<file path="src/upis_pkg.sv">
package upis_pkg;

  // ---------------------------------------------------------------
  // Register map
  // ---------------------------------------------------------------
  localparam logic [7:0]  UPIS_OFS_STATUS = 8'h00;  // Sticky flags, write one to clear
  localparam logic [7:0]  UPIS_OFS_MASK   = 8'h04;  // Interrupt mask, same layout
  localparam logic [7:0]  UPIS_OFS_CTRL   = 8'h08;  // Control: on-the-go bit
  localparam logic [31:0] UPIS_STATUS_RST = 32'h0000_0000;
  localparam logic [31:0] UPIS_MASK_RST   = 32'h0000_0000;
  localparam logic [31:0] UPIS_IMPL_MASK  = 32'h03FF_FDFF;  // Bits 31:26 and 9 reserved
  localparam logic [31:0] UPIS_BUSRST_VAL = 32'h0000_0001;  // Only bus-reset flag left set

  // ---------------------------------------------------------------
  // Field positions
  // ---------------------------------------------------------------
  localparam int UPIS_BIT_BUS_RESET = 0;
  localparam int UPIS_BIT_SOF       = 1;
  localparam int UPIS_BIT_PSEUDO_FRAME_TICK_FLAG      = 2;
  localparam int UPIS_BIT_SUSPEND   = 3;
  localparam int UPIS_BIT_RESUME    = 4;
  localparam int UPIS_BIT_HS_CHANGE = 5;
  localparam int UPIS_BIT_DMA       = 6;
  localparam int UPIS_BIT_VBUS      = 7;
  localparam int UPIS_BIT_SETUP     = 8;
  localparam int UPIS_BIT_CTL_RX    = 10;
  localparam int UPIS_BIT_CTL_TX    = 11;
  localparam int UPIS_BIT_EP_RX_0   = 10;  // Endpoint n receive flag at 10 + 2n
  localparam int UPIS_BIT_EP_TX_0   = 11;  // Endpoint n transmit flag at 11 + 2n
  localparam int UPIS_BIT_OTG       = 0;   // In the control register
  localparam int UPIS_NUM_EP        = 7;

  // ---------------------------------------------------------------
  // Timing
  // ---------------------------------------------------------------
  localparam int UPIS_CLK_HZ      = 25_000_000;
  localparam int UPIS_PSEUDO_FRAME_TICK_FLAG_FS_MS  = 1;    // Full-speed pseudo frame period
  localparam int UPIS_PSEUDO_FRAME_TICK_FLAG_HS_US  = 125;  // High-speed pseudo frame period
  localparam int UPIS_SE0_MS      = 2;    // Single-ended zero hold time
  localparam int UPIS_PSEUDO_FRAME_TICK_FLAG_FS_CYC = UPIS_CLK_HZ / 1000 * UPIS_PSEUDO_FRAME_TICK_FLAG_FS_MS;
  localparam int UPIS_PSEUDO_FRAME_TICK_FLAG_HS_CYC = UPIS_CLK_HZ / 1_000_000 * UPIS_PSEUDO_FRAME_TICK_FLAG_HS_US;
  localparam int UPIS_SE0_CYC     = UPIS_CLK_HZ / 1000 * UPIS_SE0_MS;
  localparam int UPIS_CNT_W       = 17;

endpackage : upis_pkg

</file>
<file path="src/upis_frame_timer.sv">
module upis_frame_timer
  import upis_pkg::*;
#(
  parameter int FS_CYC = UPIS_PSEUDO_FRAME_TICK_FLAG_FS_CYC
) (
  // Clock and reset
  input  wire logic sys_clk,
  input  wire logic rst_n,
  // Mode and tick
  input  wire logic hs_mode,
  output logic      tick_reg
);

  // ---------------------------------------------------------------
  // Free-running divider
  // ---------------------------------------------------------------
  logic [UPIS_CNT_W-1:0] cnt_reg;      // Cycles left in period
  logic [UPIS_CNT_W-1:0] cnt_next;
  logic                  tick_next;
  logic                  mode_reg;     // Mode seen last cycle
  logic [UPIS_CNT_W-1:0] period;       // Current period minus one

  // Period chosen by link speed; no relation to bus frames
  always_comb begin
    period    = hs_mode ? UPIS_CNT_W'(UPIS_PSEUDO_FRAME_TICK_FLAG_HS_CYC - 1) : UPIS_CNT_W'(FS_CYC - 1);
    tick_next = 1'b0;
    cnt_next  = cnt_reg - 1'b1;
    // Restart on a speed change so a stale long count is not kept
    if (mode_reg != hs_mode) begin
      cnt_next = period;
    end else if (cnt_reg == '0) begin
      cnt_next  = period;
      tick_next = 1'b1;
    end
  end

  // Registers only
  always_ff @(posedge sys_clk or negedge rst_n) begin
    if (!rst_n) begin
      cnt_reg  <= UPIS_CNT_W'(FS_CYC - 1);  // Same period as the running count
      tick_reg <= 1'b0;
      mode_reg <= 1'b0;
    end else begin
      cnt_reg  <= cnt_next;
      tick_reg <= tick_next;
      mode_reg <= hs_mode;
    end
  end

endmodule : upis_frame_timer

</file>
<file path="src/upis_top.sv">
// Chosen here: strobed register access and the register addresses.
module upis_top
  import upis_pkg::*;
#(
  parameter int PSEUDO_FRAME_TICK_FLAG_FS_CYC = UPIS_PSEUDO_FRAME_TICK_FLAG_FS_CYC,  // Shorten in simulation
  parameter int SE0_CYC     = UPIS_SE0_CYC       // Shorten in simulation
) (
  // Clock and reset
  input  wire logic        sys_clk,
  input  wire logic        resetn,
  // Register port
  input  wire logic [7:0]  reg_addr,
  input  wire logic [31:0] reg_wdata,
  input  wire logic        reg_wr,
  input  wire logic        reg_rd,
  output logic [31:0]      reg_rdata_reg,
  // Endpoint events, one-cycle pulses
  input  wire logic [6:0]  ep_tx_event,
  input  wire logic [6:0]  ep_rx_event,
  input  wire logic        ctl_tx_event,
  input  wire logic        ctl_rx_event,
  input  wire logic        ctl_setup_event,
  // Bus events from the link logic
  input  wire logic        dma_change_event,
  input  wire logic        sof_event,
  input  wire logic        bus_reset_event,
  input  wire logic        hs_mode,
  input  wire logic        suspend_state,
  // Pins
  input  wire logic        vbus_pin,
  input  wire logic        dp_pin,
  input  wire logic        dm_pin,
  // Interrupt
  output logic             irq_reg
);

  // ---------------------------------------------------------------
  // Reset release
  // ---------------------------------------------------------------
  logic rst_sync_reg;  // First stage
  logic rst_n;         // Released reset for the rest

  // Async assert, two-flop release
  always_ff @(posedge sys_clk or negedge resetn) begin
    if (!resetn) begin
      rst_sync_reg <= 1'b0;
      rst_n        <= 1'b0;
    end else begin
      rst_sync_reg <= 1'b1;
      rst_n        <= rst_sync_reg;
    end
  end

  // ---------------------------------------------------------------
  // Pin synchronisers
  // ---------------------------------------------------------------
  logic [2:0] pin_s1_reg;  // First stage, read by second only
  logic [2:0] pin_s2_reg;  // Safe copy: vbus, dp, dm
  logic       vbus_d_reg;  // For edge detect

  always_ff @(posedge sys_clk or negedge rst_n) begin
    if (!rst_n) begin
      pin_s1_reg <= 3'h0;
      pin_s2_reg <= 3'h0;
      vbus_d_reg <= 1'b0;
    end else begin
      pin_s1_reg <= {vbus_pin, dp_pin, dm_pin};
      pin_s2_reg <= pin_s1_reg;
      vbus_d_reg <= pin_s2_reg[2];
    end
  end

  // ---------------------------------------------------------------
  // Pseudo frame timer
  // ---------------------------------------------------------------
  logic pseudo_frame_tick_flag_tick;  // One pulse per pseudo frame

  upis_frame_timer #(
    .FS_CYC (PSEUDO_FRAME_TICK_FLAG_FS_CYC)
  ) u_timer (
    .sys_clk  (sys_clk),
    .rst_n    (rst_n),
    .hs_mode  (hs_mode),
    .tick_reg (pseudo_frame_tick_flag_tick)
  );

  // ---------------------------------------------------------------
  // Mode edge tracking and SE0 timer
  // ---------------------------------------------------------------
  logic                  hs_d_reg;       // Previous speed
  logic                  suspend_flag_d_reg;     // Previous suspend state
  logic [UPIS_CNT_W-1:0] se0_cnt_reg;    // SE0 hold counter
  logic [UPIS_CNT_W-1:0] se0_cnt_next;
  logic                  se0_hit;        // SE0 just reached 2 ms
  logic                  se0_now;        // Both data lines low

  // Counter saturates so one long SE0 gives one event
  always_comb begin
    se0_now      = ~pin_s2_reg[1] & ~pin_s2_reg[0];
    se0_hit      = 1'b0;
    se0_cnt_next = se0_cnt_reg;
    if (!se0_now) begin
      se0_cnt_next = '0;
    end else if (se0_cnt_reg < UPIS_CNT_W'(SE0_CYC)) begin
      se0_cnt_next = se0_cnt_reg + 1'b1;
      se0_hit      = (se0_cnt_reg == UPIS_CNT_W'(SE0_CYC - 1));
    end
  end

  always_ff @(posedge sys_clk or negedge rst_n) begin
    if (!rst_n) begin
      hs_d_reg    <= 1'b0;
      suspend_flag_d_reg  <= 1'b0;
      se0_cnt_reg <= '0;
    end else begin
      hs_d_reg    <= hs_mode;
      suspend_flag_d_reg  <= suspend_state;
      se0_cnt_reg <= se0_cnt_next;
    end
  end

  // ---------------------------------------------------------------
  // Event vector
  // ---------------------------------------------------------------
  logic        otg_reg;      // On-the-go control bit
  logic        otg_next;
  logic        bus_rst_evt;  // Flagged bus reset
  logic [31:0] set_vec;      // Hardware sets, one per flag

  // Endpoint flags placed in pairs by index
  genvar gi;
  generate
    for (gi = 1; gi <= UPIS_NUM_EP; gi++) begin : g_ep
      assign set_vec[UPIS_BIT_EP_TX_0 + 2*gi] = ep_tx_event[gi-1];
      assign set_vec[UPIS_BIT_EP_RX_0 + 2*gi] = ep_rx_event[gi-1];
    end
  endgenerate

  // Reserved positions never set
  assign set_vec[31:26] = 6'h00;
  assign set_vec[9]     = 1'b0;
  assign set_vec[UPIS_BIT_CTL_TX] = ctl_tx_event;
  assign set_vec[UPIS_BIT_CTL_RX] = ctl_rx_event;
  assign set_vec[UPIS_BIT_SETUP]  = ctl_setup_event;
  // Low byte in documented order
  assign set_vec[UPIS_BIT_VBUS]      = pin_s2_reg[2] & ~vbus_d_reg;
  assign set_vec[UPIS_BIT_DMA]       = dma_change_event;
  // Only a rise to high speed; entering suspend never sets it
  assign set_vec[UPIS_BIT_HS_CHANGE] = hs_mode & ~hs_d_reg & ~suspend_state;
  assign set_vec[UPIS_BIT_RESUME]    = ~suspend_state & suspend_flag_d_reg;
  assign set_vec[UPIS_BIT_SUSPEND]   = suspend_state & ~suspend_flag_d_reg;
  assign set_vec[UPIS_BIT_PSEUDO_FRAME_TICK_FLAG]      = pseudo_frame_tick_flag_tick;
  assign set_vec[UPIS_BIT_SOF]       = sof_event;
  // With on-the-go set the bit reports a long SE0 instead
  assign set_vec[UPIS_BIT_BUS_RESET] = otg_reg ? se0_hit : 1'b0;
  assign bus_rst_evt = bus_reset_event & ~otg_reg;

  // ---------------------------------------------------------------
  // Register file
  // ---------------------------------------------------------------
  logic [31:0] status_reg;   // Sticky flags
  logic [31:0] status_next;
  logic [31:0] mask_reg;     // Interrupt mask
  logic [31:0] mask_next;
  logic [31:0] clr_vec;      // Write-one-to-clear
  logic [31:0] rdata_next;
  logic        irq_next;

  // Next state of flags, mask, control and read data
  always_comb begin
    clr_vec    = 32'h0000_0000;
    mask_next  = mask_reg;
    otg_next   = otg_reg;
    rdata_next = 32'h0000_0000;
    if (reg_wr) begin
      if (reg_addr == UPIS_OFS_STATUS) begin
        clr_vec = reg_wdata;
      end else if (reg_addr == UPIS_OFS_MASK) begin
        mask_next = reg_wdata & UPIS_IMPL_MASK;
      end else if (reg_addr == UPIS_OFS_CTRL) begin
        otg_next = reg_wdata[UPIS_BIT_OTG];
      end
    end
    // Unmapped reads return zero
    if (reg_rd) begin
      if (reg_addr == UPIS_OFS_STATUS) begin
        rdata_next = status_reg;
      end else if (reg_addr == UPIS_OFS_MASK) begin
        rdata_next = mask_reg;
      end else if (reg_addr == UPIS_OFS_CTRL) begin
        rdata_next = {31'h0000_0000, otg_reg};
      end
    end
    // Set beats clear so a race with software loses nothing
    status_next = ((status_reg & ~clr_vec) | set_vec) & UPIS_IMPL_MASK;
    // Bus reset wipes the rest, leaves only its own flag
    if (bus_rst_evt) begin
      status_next = UPIS_BUSRST_VAL;
    end
    irq_next = |(status_next & mask_next);
  end

  // Registers only
  always_ff @(posedge sys_clk or negedge rst_n) begin
    if (!rst_n) begin
      status_reg    <= UPIS_STATUS_RST;
      mask_reg      <= UPIS_MASK_RST;
      otg_reg       <= 1'b0;
      reg_rdata_reg <= 32'h0000_0000;
      irq_reg       <= 1'b0;
    end else begin
      status_reg    <= status_next;
      mask_reg      <= mask_next;
      otg_reg       <= otg_next;
      reg_rdata_reg <= rdata_next;
      irq_reg       <= irq_next;
    end
  end
endmodule : upis_top

</file>
<file path="config.mk">
export PLATFORM = sky130hd
export DESIGN_NAME = upis_top
export DESIGN_NICKNAME = d
export VERILOG_FILES = /design/src/upis_pkg.sv /design/src/upis_frame_timer.sv /design/src/upis_top.sv
export SDC_FILE = /design/constraint.sdc
export NUM_CORES = 1
export LEC_CHECK = 0
export BUFFER_PORTS_ARGS = -buffer_cell sky130_fd_sc_hd__buf_2
export CAP_MARGIN = 40
export CORE_ASPECT_RATIO = 0.9
export CORE_MARGIN = 3
export CORE_UTILIZATION = 45
export DETAILED_ROUTE_END_ITERATION = 8
export PLACE_DENSITY_LB_ADDON = 0.05
export SLEW_MARGIN = 10
export SYNTH_ARGS = -nofsm -noshare
export SYNTH_HDL_FRONTEND = slang
export SYNTH_SLANG_ARGS = --single-unit
</file>
<file path="constraint.sdc">
create_clock -name sys_clk -period 3.7 [get_ports sys_clk]
set_input_delay 0.74 -clock sys_clk [delete_from_list [all_inputs] [get_ports sys_clk]]
set_output_delay 0.74 -clock sys_clk [all_outputs]
set_load 0.01 [all_outputs]
</file>
; After elaboration in Yosys (flattened, before gate mapping)
; Cells that the tools add are included.
[totals]
word_cells = 67
in_bits = 69
out_inout_bits = 33
reg_bits = 138
[op_classes]
n_addsub = 2
n_mux = 20
reduce_logical = 4
bitwise_logic = 20
n_lt_le_gt_ge = 1
eq_ne = 5
[ops]
columns = operator, n
row1 = 32-bit 2-to-1 mux, 6
row2 = 26-bit 2-to-1 mux, 3
row3 = 17-bit 2-to-1 mux, 4
row4 = 26-bit by 32-bit bitwise AND with 32-bit output, 1
row5 = 32-bit OR reduction, 1
row6 = 26-bit bitwise AND, 1
row7 = 26-bit NOT, 1
row8 = 26-bit bitwise OR, 1
row9 = "17-bit by 1-bit adder with 17-bit output, second input constant", 1
row10 = "17-bit by 16-bit == test with 1-bit output, second input constant", 1
row11 = 17-bit zero test, 1
row12 = "17-bit by 16-bit < comparator with 1-bit output, second input constant", 1
row13 = "17-bit by 1-bit subtractor with 17-bit output, second input constant", 1
row14 = 15-bit 2-to-1 mux, 1
row15 = 1-bit NOT, 9
row16 = "8-bit by 3-bit == test with 1-bit output, second input constant", 1
row17 = "8-bit by 4-bit == test with 1-bit output, second input constant", 1
row18 = 8-bit zero test, 1
row19 = 1-bit bitwise AND, 7
row20 = 1-bit 2-to-1 mux, 6
row21 = 4-bit AND reduction, 1
row22 = "2-bit by 1-bit inequality test with 1-bit output, second input constant", 1
row23 = 1-bit inequality test, 1

; Logic depth before layout (Yosys ltp)
; Gate-level depths: netlist (run 1).
[depth]
depth_word = 9
mapped_depth = 10

; Hierarchy
; From an unflattened synthesis (run 1), not the netlist that was laid out.
[unflattened]
cells_unflattened = 484
hier_area_um2 = 5521.5
[by_module_without_submodules]
columns = module, area_per_inst_um2, instances, cells_each
row1 = upis_top, 4524.3, 1, 392
row2 = upis_frame_timer, 997.2, 1, 92

; Worst setup path before layout (run 1)
; OpenSTA, ideal clock, no wires.
[synth_timing]
path_type = input -> register
start = in reg_addr[5]
end = reg irq_reg
required_time_ps = 3571
setup_ps = 129
path_slack_ps = 955
n_path_buf = 1
cell_stages = 7
arrival_ps = 2616
path_cell_list = nor4_4 nand3_4 buf_6 mux2_4 a2111oi_4 nand4_1 a2111o_1
[synth_between]
elab_cells_between_ends = 13
[synth_lines]
columns = element, line_no
row1 = "start, declared", upis_top.sv:12  ; input wire logic [7:0] reg_addr,
row2 = 8-bit by 3-bit == test with 1-bit output, upis_top.sv:178  ; end else if (reg_addr == UPIS_OFS_MASK) begin
row3 = 32-bit 2-to-1 mux, upis_top.sv:178
row4 = 32-bit 2-to-1 mux (*), upis_top.sv:176  ; if (reg_addr == UPIS_OFS_STATUS) begin
row5 = 32-bit 2-to-1 mux (*), upis_top.sv:175  ; if (reg_wr) begin
row6 = named net mask_next[6], upis_top.sv:164  ; logic [31:0] mask_next;
row7 = 26-bit by 32-bit bitwise AND with 32-bit output (*), upis_top.sv:200  ; irq_next = |(status_next & mask_next);
row8 = 32-bit OR reduction (*), upis_top.sv:200
row9 = named net irq_next, upis_top.sv:167  ; logic irq_next;
row10 = "end signal, assigned", upis_top.sv:216  ; irq_reg <= irq_next;
row11 = "end, declared", upis_top.sv:34  ; output logic irq_reg
; Mark *: on every way through the listed nets, which the timed path passes. The rest lies on a longest branch.
; A chain may end at the register's enable or synchronous reset.

; Worst setup path in the final report (run 1)
[layout_timing]
start = reg u_timer.cnt_reg[0]
end = reg u_timer.cnt_reg[1]
[layout_between]
elab_chain_cells = 3
elab_cells_between_ends = 4
[layout_rtl]
columns = element, line_no
row1 = "start, declared", upis_frame_timer.sv:17  ; logic [UPIS_CNT_W-1:0] cnt_reg;
row2 = "start signal, assigned", upis_frame_timer.sv:40  ; cnt_reg <= UPIS_CNT_W'(FS_CYC - 1);
row3 = "start signal, assigned", upis_frame_timer.sv:44  ; cnt_reg <= cnt_next;
row4 = 17-bit by 1-bit subtractor with 17-bit output / 17-bit zero test (equally long branches), "upis_frame_timer.sv:27, upis_frame_timer.sv:31"
row5 = 17-bit 2-to-1 mux (*), upis_frame_timer.sv:31  ; end else if (cnt_reg == '0) begin
row6 = 17-bit 2-to-1 mux (*), upis_frame_timer.sv:29  ; if (mode_reg != hs_mode) begin
row7 = named net u_timer.cnt_next[1], upis_frame_timer.sv:18  ; logic [UPIS_CNT_W-1:0] cnt_next;
; Marked as above.

==> results of run 1 <==
## critical path, cell delays in order (launching register included)
cell and delay, ns:
dfstp_2 0.38, inv_1 0.06, ha_1 0.17, nor3b_1 0.40, nand3b_1 0.26, nor3_1 0.42, nand2_1 0.14, o21ai_1 0.43
and2_1 0.37, a21oi_1 0.08
## metal layers
layer / wire length, um / share of wire, %
met5: 13 / 0.11
met4: 287 / 2.4
met3: 758 / 6.4
met2: 5590 / 47
met1: 5270 / 44
## Yosys cell counts, drive strengths merged
cell type | number | area, sq um
dfrtp | 115 | 2880
nor2 | 44 | 165
nand2 | 32 | 120
nor2b | 32 | 200
a22oi | 26 | 195
mux2 | 24 | 274
inv | 21 | 78.8
a21oi | 20 | 100
xnor2 | 19 | 166
o21ai | 16 | 80.1
buf | 12 | 87.6
clkbuf | 12 | 45.0
a31oi | 8 | 50.1
dfstp | 8 | 210
nand3 | 8 | 52.6
nor3 | 8 | 40.0
a311oi | 7 | 61.3
and3 | 6 | 37.5
xor2 | 6 | 52.6
nor4 | 5 | 52.6
and2 | 4 | 27.5
and4 | 4 | 35.0
a21boi | 3 | 22.5
ha | 3 | 37.5
nand2b | 3 | 18.8
nand4 | 3 | 18.8
o21a | 3 | 22.5
or4 | 3 | 22.5
conb | 2 | 7.51
mux2i | 2 | 20.0
nand3b | 2 | 15.0
nor3b | 2 | 15.0
nor4b | 2 | 23.8
or3 | 2 | 12.5
a2111o | 1 | 11.3
a2111oi | 1 | 27.5
a211o | 1 | 8.76
a22o | 1 | 8.76
a2bb2oi | 1 | 8.76
and4b | 1 | 10.0
nand4b | 1 | 8.76
o2111ai | 1 | 8.76
o211ai | 1 | 7.51
o31ai | 1 | 7.51
or2 | 1 | 6.26
## power groups by stage
stage               clock network, uW  logic [uW]  registers [uW]
floorplan                           0         123            1490
global placement                    0         212            1480
detailed placement                  0         217            1490
CTS                              1830         218            1460
global route                     1900         242            1470
finish                           1790         214            1460
## through the flow
step	instances	hold slack, ns	util [%]	power, uW
2_1_floorplan	484	0.331	-	1610
3_3_place_gp	712	0.270	51.7	1700
3_5_place_dp	713	0.271	51.7	1700
4_1_cts	745	0.0905	57.3	3510
5_1_grt	745	0.0865	57.3	3610
6_report	746	0.101	57.4	3470
## kinds of logic after synthesis
logic type / share of synthesized area (%)
AOI/OAI and AO/OA: 11.6
buffers and inverters: 3.94
DFF: 57.6
xor gates and xnor gates: 4.08
and+or+nand+nor: 16.5
muxes: 5.49
adders and majority gates: 0.700
other: 0.140
## final timing paths
check	cells after the start	from	endpoint	slack [ns]
max reg2reg	9	u_timer.cnt_reg[0]$_DFF_PN1_	u_timer.cnt_reg[1]$_DFF_PN1_	0.90
min reg2reg	0	rst_n$_DFF_PN0_	pin_s1_reg[1]$_DFF_PN0_	0.26
max	9	u_timer.cnt_reg[0]$_DFF_PN1_	u_timer.cnt_reg[1]$_DFF_PN1_	0.90
min	1	resetn	rst_n$_DFF_PN0_	0.10
min in group sys_clk	0	pin_s1_reg[2]$_DFF_PN0_	pin_s2_reg[2]$_DFF_PN0_	0.34
max in group asynchronous	1	rst_n$_DFF_PN0_	reg_rdata_reg[18]$_DFF_PN0_	2.51
## area by class of cell
type | count | area [sq um]
multi-input combinational | 316 | 2090
clock buffer | 26 | 519
antenna | 1 | 2.50
fill | 966 | 4920
clock inverter | 6 | 130
sequential | 123 | 3090
inverter | 21 | 78.8
tap | 156 | 195
timing repair buffer | 97 | 508
==> impl_metrics.env, run 1 <==
export IMPL_outcome="finished, final reports clean"
export IMPL_critPathKind="reg2reg"
export IMPL_initial_core_util_pct=46.5
export IMPL_syn_mean_instance_area_sq_um=11.2
export IMPL_hold_viol=0
export IMPL_die_y_um=110
export IMPL_required_ns=4.02
export IMPL_pin_count=102
export IMPL_first_pass_iters=4
export IMPL_start_kind="flip-flop"
export IMPL_peakVddDrop_mv=0.303
export IMPL_skew_ns=0.00480
export IMPL_ys_ff_latch=123
export IMPL_clockBufferDepth=2
export IMPL_busiest_layer="met2"
export IMPL_cts_hold_fix_buffers=0
export IMPL_nNetsFinal=648
export IMPL_p_int_uw=2740
export IMPL_power_switching_uw=729
export IMPL_cts_root_buf="clkbuf_16"
export IMPL_cts_sinks=123
export IMPL_hold_class="in2async"
export IMPL_yosysWarnings=0
export IMPL_grt_setup_unrepaired="false"
export IMPL_arrival_ns=3.12
export IMPL_max_freq_mhz=357
export IMPL_post_cts_buffers=0
export IMPL_rows=37
export IMPL_vias=3852
export IMPL_dpl_hpwl_mm=8.16
export IMPL_finalMaxSlewViolations=0
export IMPL_endpoint_kind="flip-flop"
export IMPL_power_leakage_uw=0.00307
export IMPL_critPathMaxFanout=6
export IMPL_final_common_cell="dfrtp_1"
export IMPL_fin_ws_ns=0.902
export IMPL_cts_buffers=17
export IMPL_grt_pass1_vias=3843
export IMPL_dpl_cell_area_sq_mm=0.00596
export IMPL_met2_usage_pct=30.3
export IMPL_die_w_um=121
export IMPL_use_met3_pct=7.05
export IMPL_setup_tns_ns=0
export IMPL_max_cap_violations=0
export IMPL_routedWlPerCell_um=16.0
export IMPL_period_minus_slack_ns=2.80
export IMPL_path_clk_slew_ns=0.05
export IMPL_place_ws_ns=0.495
export IMPL_period_share_pct=75.6
export IMPL_drt_first_iter_violations=280
export IMPL_fin_area_sq_mm=0.00661
export IMPL_layout_common_cells="dfrtp_1, buf_2, nor2_1"
export IMPL_htreeDepth=4
export IMPL_vias_per_cell=5.16
export IMPL_p_comb_share_pct=6.2
export IMPL_grt_usage_pct=19.1
export IMPL_grt_remaining_overflow=0
export IMPL_p_sw_share_pct=21.0
export IMPL_grt_pass1_wl_mm=19.2
export IMPL_cts_tree="yes"
export IMPL_drive_gt1_share_pct=28.2
export IMPL_worstSkewPairLatency_ns=0.41
export IMPL_grtUsageMet1_pct=23.7
export IMPL_antenna_found_initial=1
export IMPL_coreArea_sq_mm=0.0115
export IMPL_synthCells=478
export IMPL_tightest_slew_ns=0.685
export IMPL_netlist_area_sq_mm=0.00536
export IMPL_place_congestion=0.750
export IMPL_die_area_sq_mm=0.0133
export IMPL_wirelength_mm=11.9
export IMPL_seq_power_share_pct=42.2
export IMPL_syn2layout_area_growth_pct=23.3
export IMPL_numPortBuffers=87
export IMPL_ys_seq_area_share_pct=57.6
export IMPL_cts_resized=0
export IMPL_synth_cell_types=56
export IMPL_p_per_area_mw_per_mm2=525
export IMPL_grt_max_degree=48
export IMPL_p_clk_share_pct=51.6
export IMPL_drc=0
export IMPL_ant_nets=0
export IMPL_setup_viol=0
export IMPL_maxSlewHeadroom_pct=54.1
(Power assumes the default switching activity.)
==> run 2, diff against run 1 <==
--- a/config.mk
+++ b/config.mk
@@ -5,6 +5,7 @@
 export SDC_FILE = /design/constraint.sdc
 export NUM_CORES = 1
 export LEC_CHECK = 0
+export ABC_AREA = 1
 export BUFFER_PORTS_ARGS = -buffer_cell sky130_fd_sc_hd__buf_2
 export CAP_MARGIN = 40
 export CORE_ASPECT_RATIO = 0.9
==> constraint.sdc (replaced) <==
create_clock -name sys_clk -period 2.6 [get_ports sys_clk]
set_input_delay 0.52 -clock sys_clk [delete_from_list [all_inputs] [get_ports sys_clk]]
set_output_delay 0.52 -clock sys_clk [all_outputs]
set_load 0.01 [all_outputs]
==> run 2 against run 1 <==
Final cell count grew 34%. Core utilization down 2.5 points. Hold slack better by 0.11 ns. Non-clock buffer count unchanged. Area after synthesis is 10% higher. Register-to-register slack worse by 0.49 ns. Via count rose by 27%. Wire length rose by 18%. Clock skew up 0.0076 ns. Combinational power is 99% higher. Fmax is 28% higher.
==> impl_metrics.env, run 2 <==
export IMPL_antenna_found_initial=0
export IMPL_fillers=1227
export IMPL_power_leakage_uw=0.00365
export IMPL_p_per_area_mw_per_mm2=657
export IMPL_worstSkewPairLatency_ns=0.42
export IMPL_hold_viol=0
export IMPL_cts_buffers=17
export IMPL_numPortBuffers=87
export IMPL_required_ns=2.93
export IMPL_die_y_um=115
export IMPL_synthCells=731
export IMPL_min_from="dp_pin"
export IMPL_period_minus_slack_ns=2.19
export IMPL_routedWlPerCell_um=14.1
export IMPL_grt_remaining_overflow=0
export IMPL_tightest_slew_ns=0.518
export IMPL_drc=0
export IMPL_grt_max_degree=62
export IMPL_vias_per_cell=4.92
export IMPL_synth_main_ff_cell="dfrtp_1"
export IMPL_syn2layout_area_growth_pct=18.6
export IMPL_slowest_stage="dfstp_2"
export IMPL_place_congestion=0.832
export IMPL_endpoint="u_timer.cnt_reg[8]$_DFF_PN1_"
export IMPL_arrival_ns=2.51
export IMPL_coreArea_sq_mm=0.0128
export IMPL_setup_viol=0
export IMPL_ant_nets=0
export IMPL_diodes=0
export IMPL_setup_tns_ns=0
export IMPL_r2r_start="u_timer.cnt_reg[0]$_DFF_PN1_"
export IMPL_drive_gt1_share_pct=18.7
export IMPL_vias=4907
export IMPL_synth_edf_count=0
export IMPL_critPathKind="reg2reg"
export IMPL_outcome="finished, final reports clean"
export IMPL_wirelength_mm=14.0
export IMPL_grt_pass1_vias=4961
export IMPL_path_clk_slew_ns=0.05
export IMPL_yosysWarnings=0
export IMPL_skew_ns=0.0124
export IMPL_period_share_pct=84.1
export IMPL_crit_chain="inv_1, ha_1, nand2_2, nor2_2, nand3b_2, nor2_2, nand4_2, inv_2, a21oi_2, inv_2, nand2_1, o21ai_0"
export IMPL_nNetsFinal=892
export IMPL_async_reset_ff_share_pct=100
export IMPL_grt_usage_pct=20.6
export IMPL_maxSlewHeadroom_pct=65.5
export IMPL_crit_cells=12
export IMPL_ys_ff_latch=123
export IMPL_rows=39
export IMPL_netlist_top_cells_area="dfrtp_1, nand2_1, nand3_1, inv_1, a21oi_1"
export IMPL_post_cts_buffers=0
export IMPL_critPathMaxFanout=12
export IMPL_cts_root_buf="clkbuf_16"
export IMPL_synth_top_area_share_pct=48.7
export IMPL_dpl_hpwl_mm=9.41
export IMPL_hold_class="in2reg"
export IMPL_reg2reg_depth=12
export IMPL_pin_count=102
export IMPL_layout_common_cells="nand2_1, dfrtp_1, buf_2"
export IMPL_netlist_area_sq_mm=0.00591
export IMPL_endpoint_kind="flip-flop"
export IMPL_critPathTopFamily="simple AND/OR/NAND/NOR gates"
export IMPL_peakVddDrop_mv=0.428
export IMPL_clockBufferDepth=2
export IMPL_start_kind="flip-flop"
export IMPL_grt_pass1_wl_mm=23.7
export IMPL_max_cap_violations=0
export IMPL_utilization_pct=54.8
export IMPL_drt_first_iter_violations=295
export IMPL_yosysMostFrequentCell="nand2_1"
export IMPL_ys_seq_area_share_pct=52.2
export IMPL_die_w_um=127
export IMPL_synth_cell_types=38
export IMPL_cts_sinks=123
export IMPL_yosysTopAreaCell="dfrtp_1"
export IMPL_cts_resized=0
export IMPL_r2r_end="u_timer.cnt_reg[8]$_DFF_PN1_"
export IMPL_die_area_sq_mm=0.0146
export IMPL_max_freq_mhz=457
export IMPL_cpPeakStageDelay_ns=0.53
export IMPL_ys_top_cells_by_count="nand2_1, dfrtp_1, inv_1"
export IMPL_critical_path_buf_inv_count=3
export IMPL_worstSetupStartpoint="u_timer.cnt_reg[0]$_DFF_PN1_"
export IMPL_final_common_cell="nand2_1"
export IMPL_first_pass_iters=5
export IMPL_cts_tree="yes"
export IMPL_grt_setup_unrepaired="false"
export IMPL_finalMaxSlewViolations=0
export IMPL_syn_mean_instance_area_sq_um=8.09
export IMPL_initial_core_util_pct=46.3
export IMPL_regToRegSetupSlack_ns=0.41
export IMPL_htreeDepth=4
## run 2: cell count changes in the layout (fill, tap and decap cells not counted), sizes merged, moves of 10 or more
cell / previous run / this run
nand2: 32 / 252
nand3: 8 / 69
inv: 21 / 78
a21oi: 20 / 55
nor2b: 32 / 0
a22oi: 26 / 0
mux2: 24 / 0
xnor2: 19 / 6
nor2: 44 / 54
## run 2: how the worst min path moves through the flow
stage                               to  depth (start not counted)
6_report       pin_s1_reg[1]$_DFF_PN0_                          1
5_1_grt        pin_s1_reg[1]$_DFF_PN0_                          1
4_1_cts        pin_s1_reg[1]$_DFF_PN0_                          1
2_1_floorplan          rst_n$_DFF_PN0_                          0
3_3_place_gp    rst_sync_reg$_DFF_PN0_                          1
3_5_place_dp    rst_sync_reg$_DFF_PN0_                          1
## run 2: area by class of cell
cell class	instances	area (sq um)	area share, %
repair buffers	97	563	8.03
multi-input cells	503	2340	33.4
flip-flops and latches	123	3090	44.1
inverters	78	293	4.18
clock inverters	3	15.0	0.214
clock buffers	29	500	7.14
well taps	164	205	2.93
## run 2: logic make-up after synthesis
logic type,count (synthesis),synth area share [%]
xor gates and xnor gates,17,2.52
buffers and inverters,111,8.55
DFF,123,52.2
and+or+nand+nor,401,29.2
adders and majority gates,3,0.635
other,2,0.127
AOI/OAI and AO/OA,74,6.79
## run 2: routing by layer
layer | vias up | global-route usage, % | routed length [um]
met3 | 18 | 4.74 | 540
li1 | 2464 | - | -
met5 | - | 0 | 0
met1 | 2319 | 27.3 | 6630
met2 | 106 | 33.1 | 6580
met4 | 0 | 8.58 | 266
## run 2: worst reg2reg max path: cells and delay by family (launching register included)
| family | cells | cell delay, ns |
|---|---|---|
| AO/OA/AOI/OAI | 2 | 0.41 |
| adder cells (fa/ha/maj) | 1 | 0.22 |
| buffers and inverters | 3 | 0.29 |
| flip-flops | 1 | 0.53 |
| AND/OR/NAND/NOR | 6 | 0.66 |
## run 2: through the flow
step	instances	hold slack, ns	worst slack, ns	total power, uW	area, sq um
2_1_floorplan	737	0.224	0.557	2420	5940
3_3_place_gp	964	0.305	0.400	2560	6480
3_5_place_dp	964	0.308	0.401	2570	6480
4_1_cts	997	0.196	0.399	4670	7010
5_1_grt	997	0.197	0.232	4830	7010
6_report	997	0.209	0.412	4600	7010
## run 2: repair_timing
item,in CTS,in global routing
endpoints found under the hold margin,2,0
hold buffers,1,0
setup endpoints to repair,0,0
## run 2: where the power goes
part	total (uW)	leakage (uW)	switching, uW	internal (uW)
combinational	425	0.00187	269	156
sequential	2120	0.00153	73.1	2040
clock	2060	0.000253	776	1290
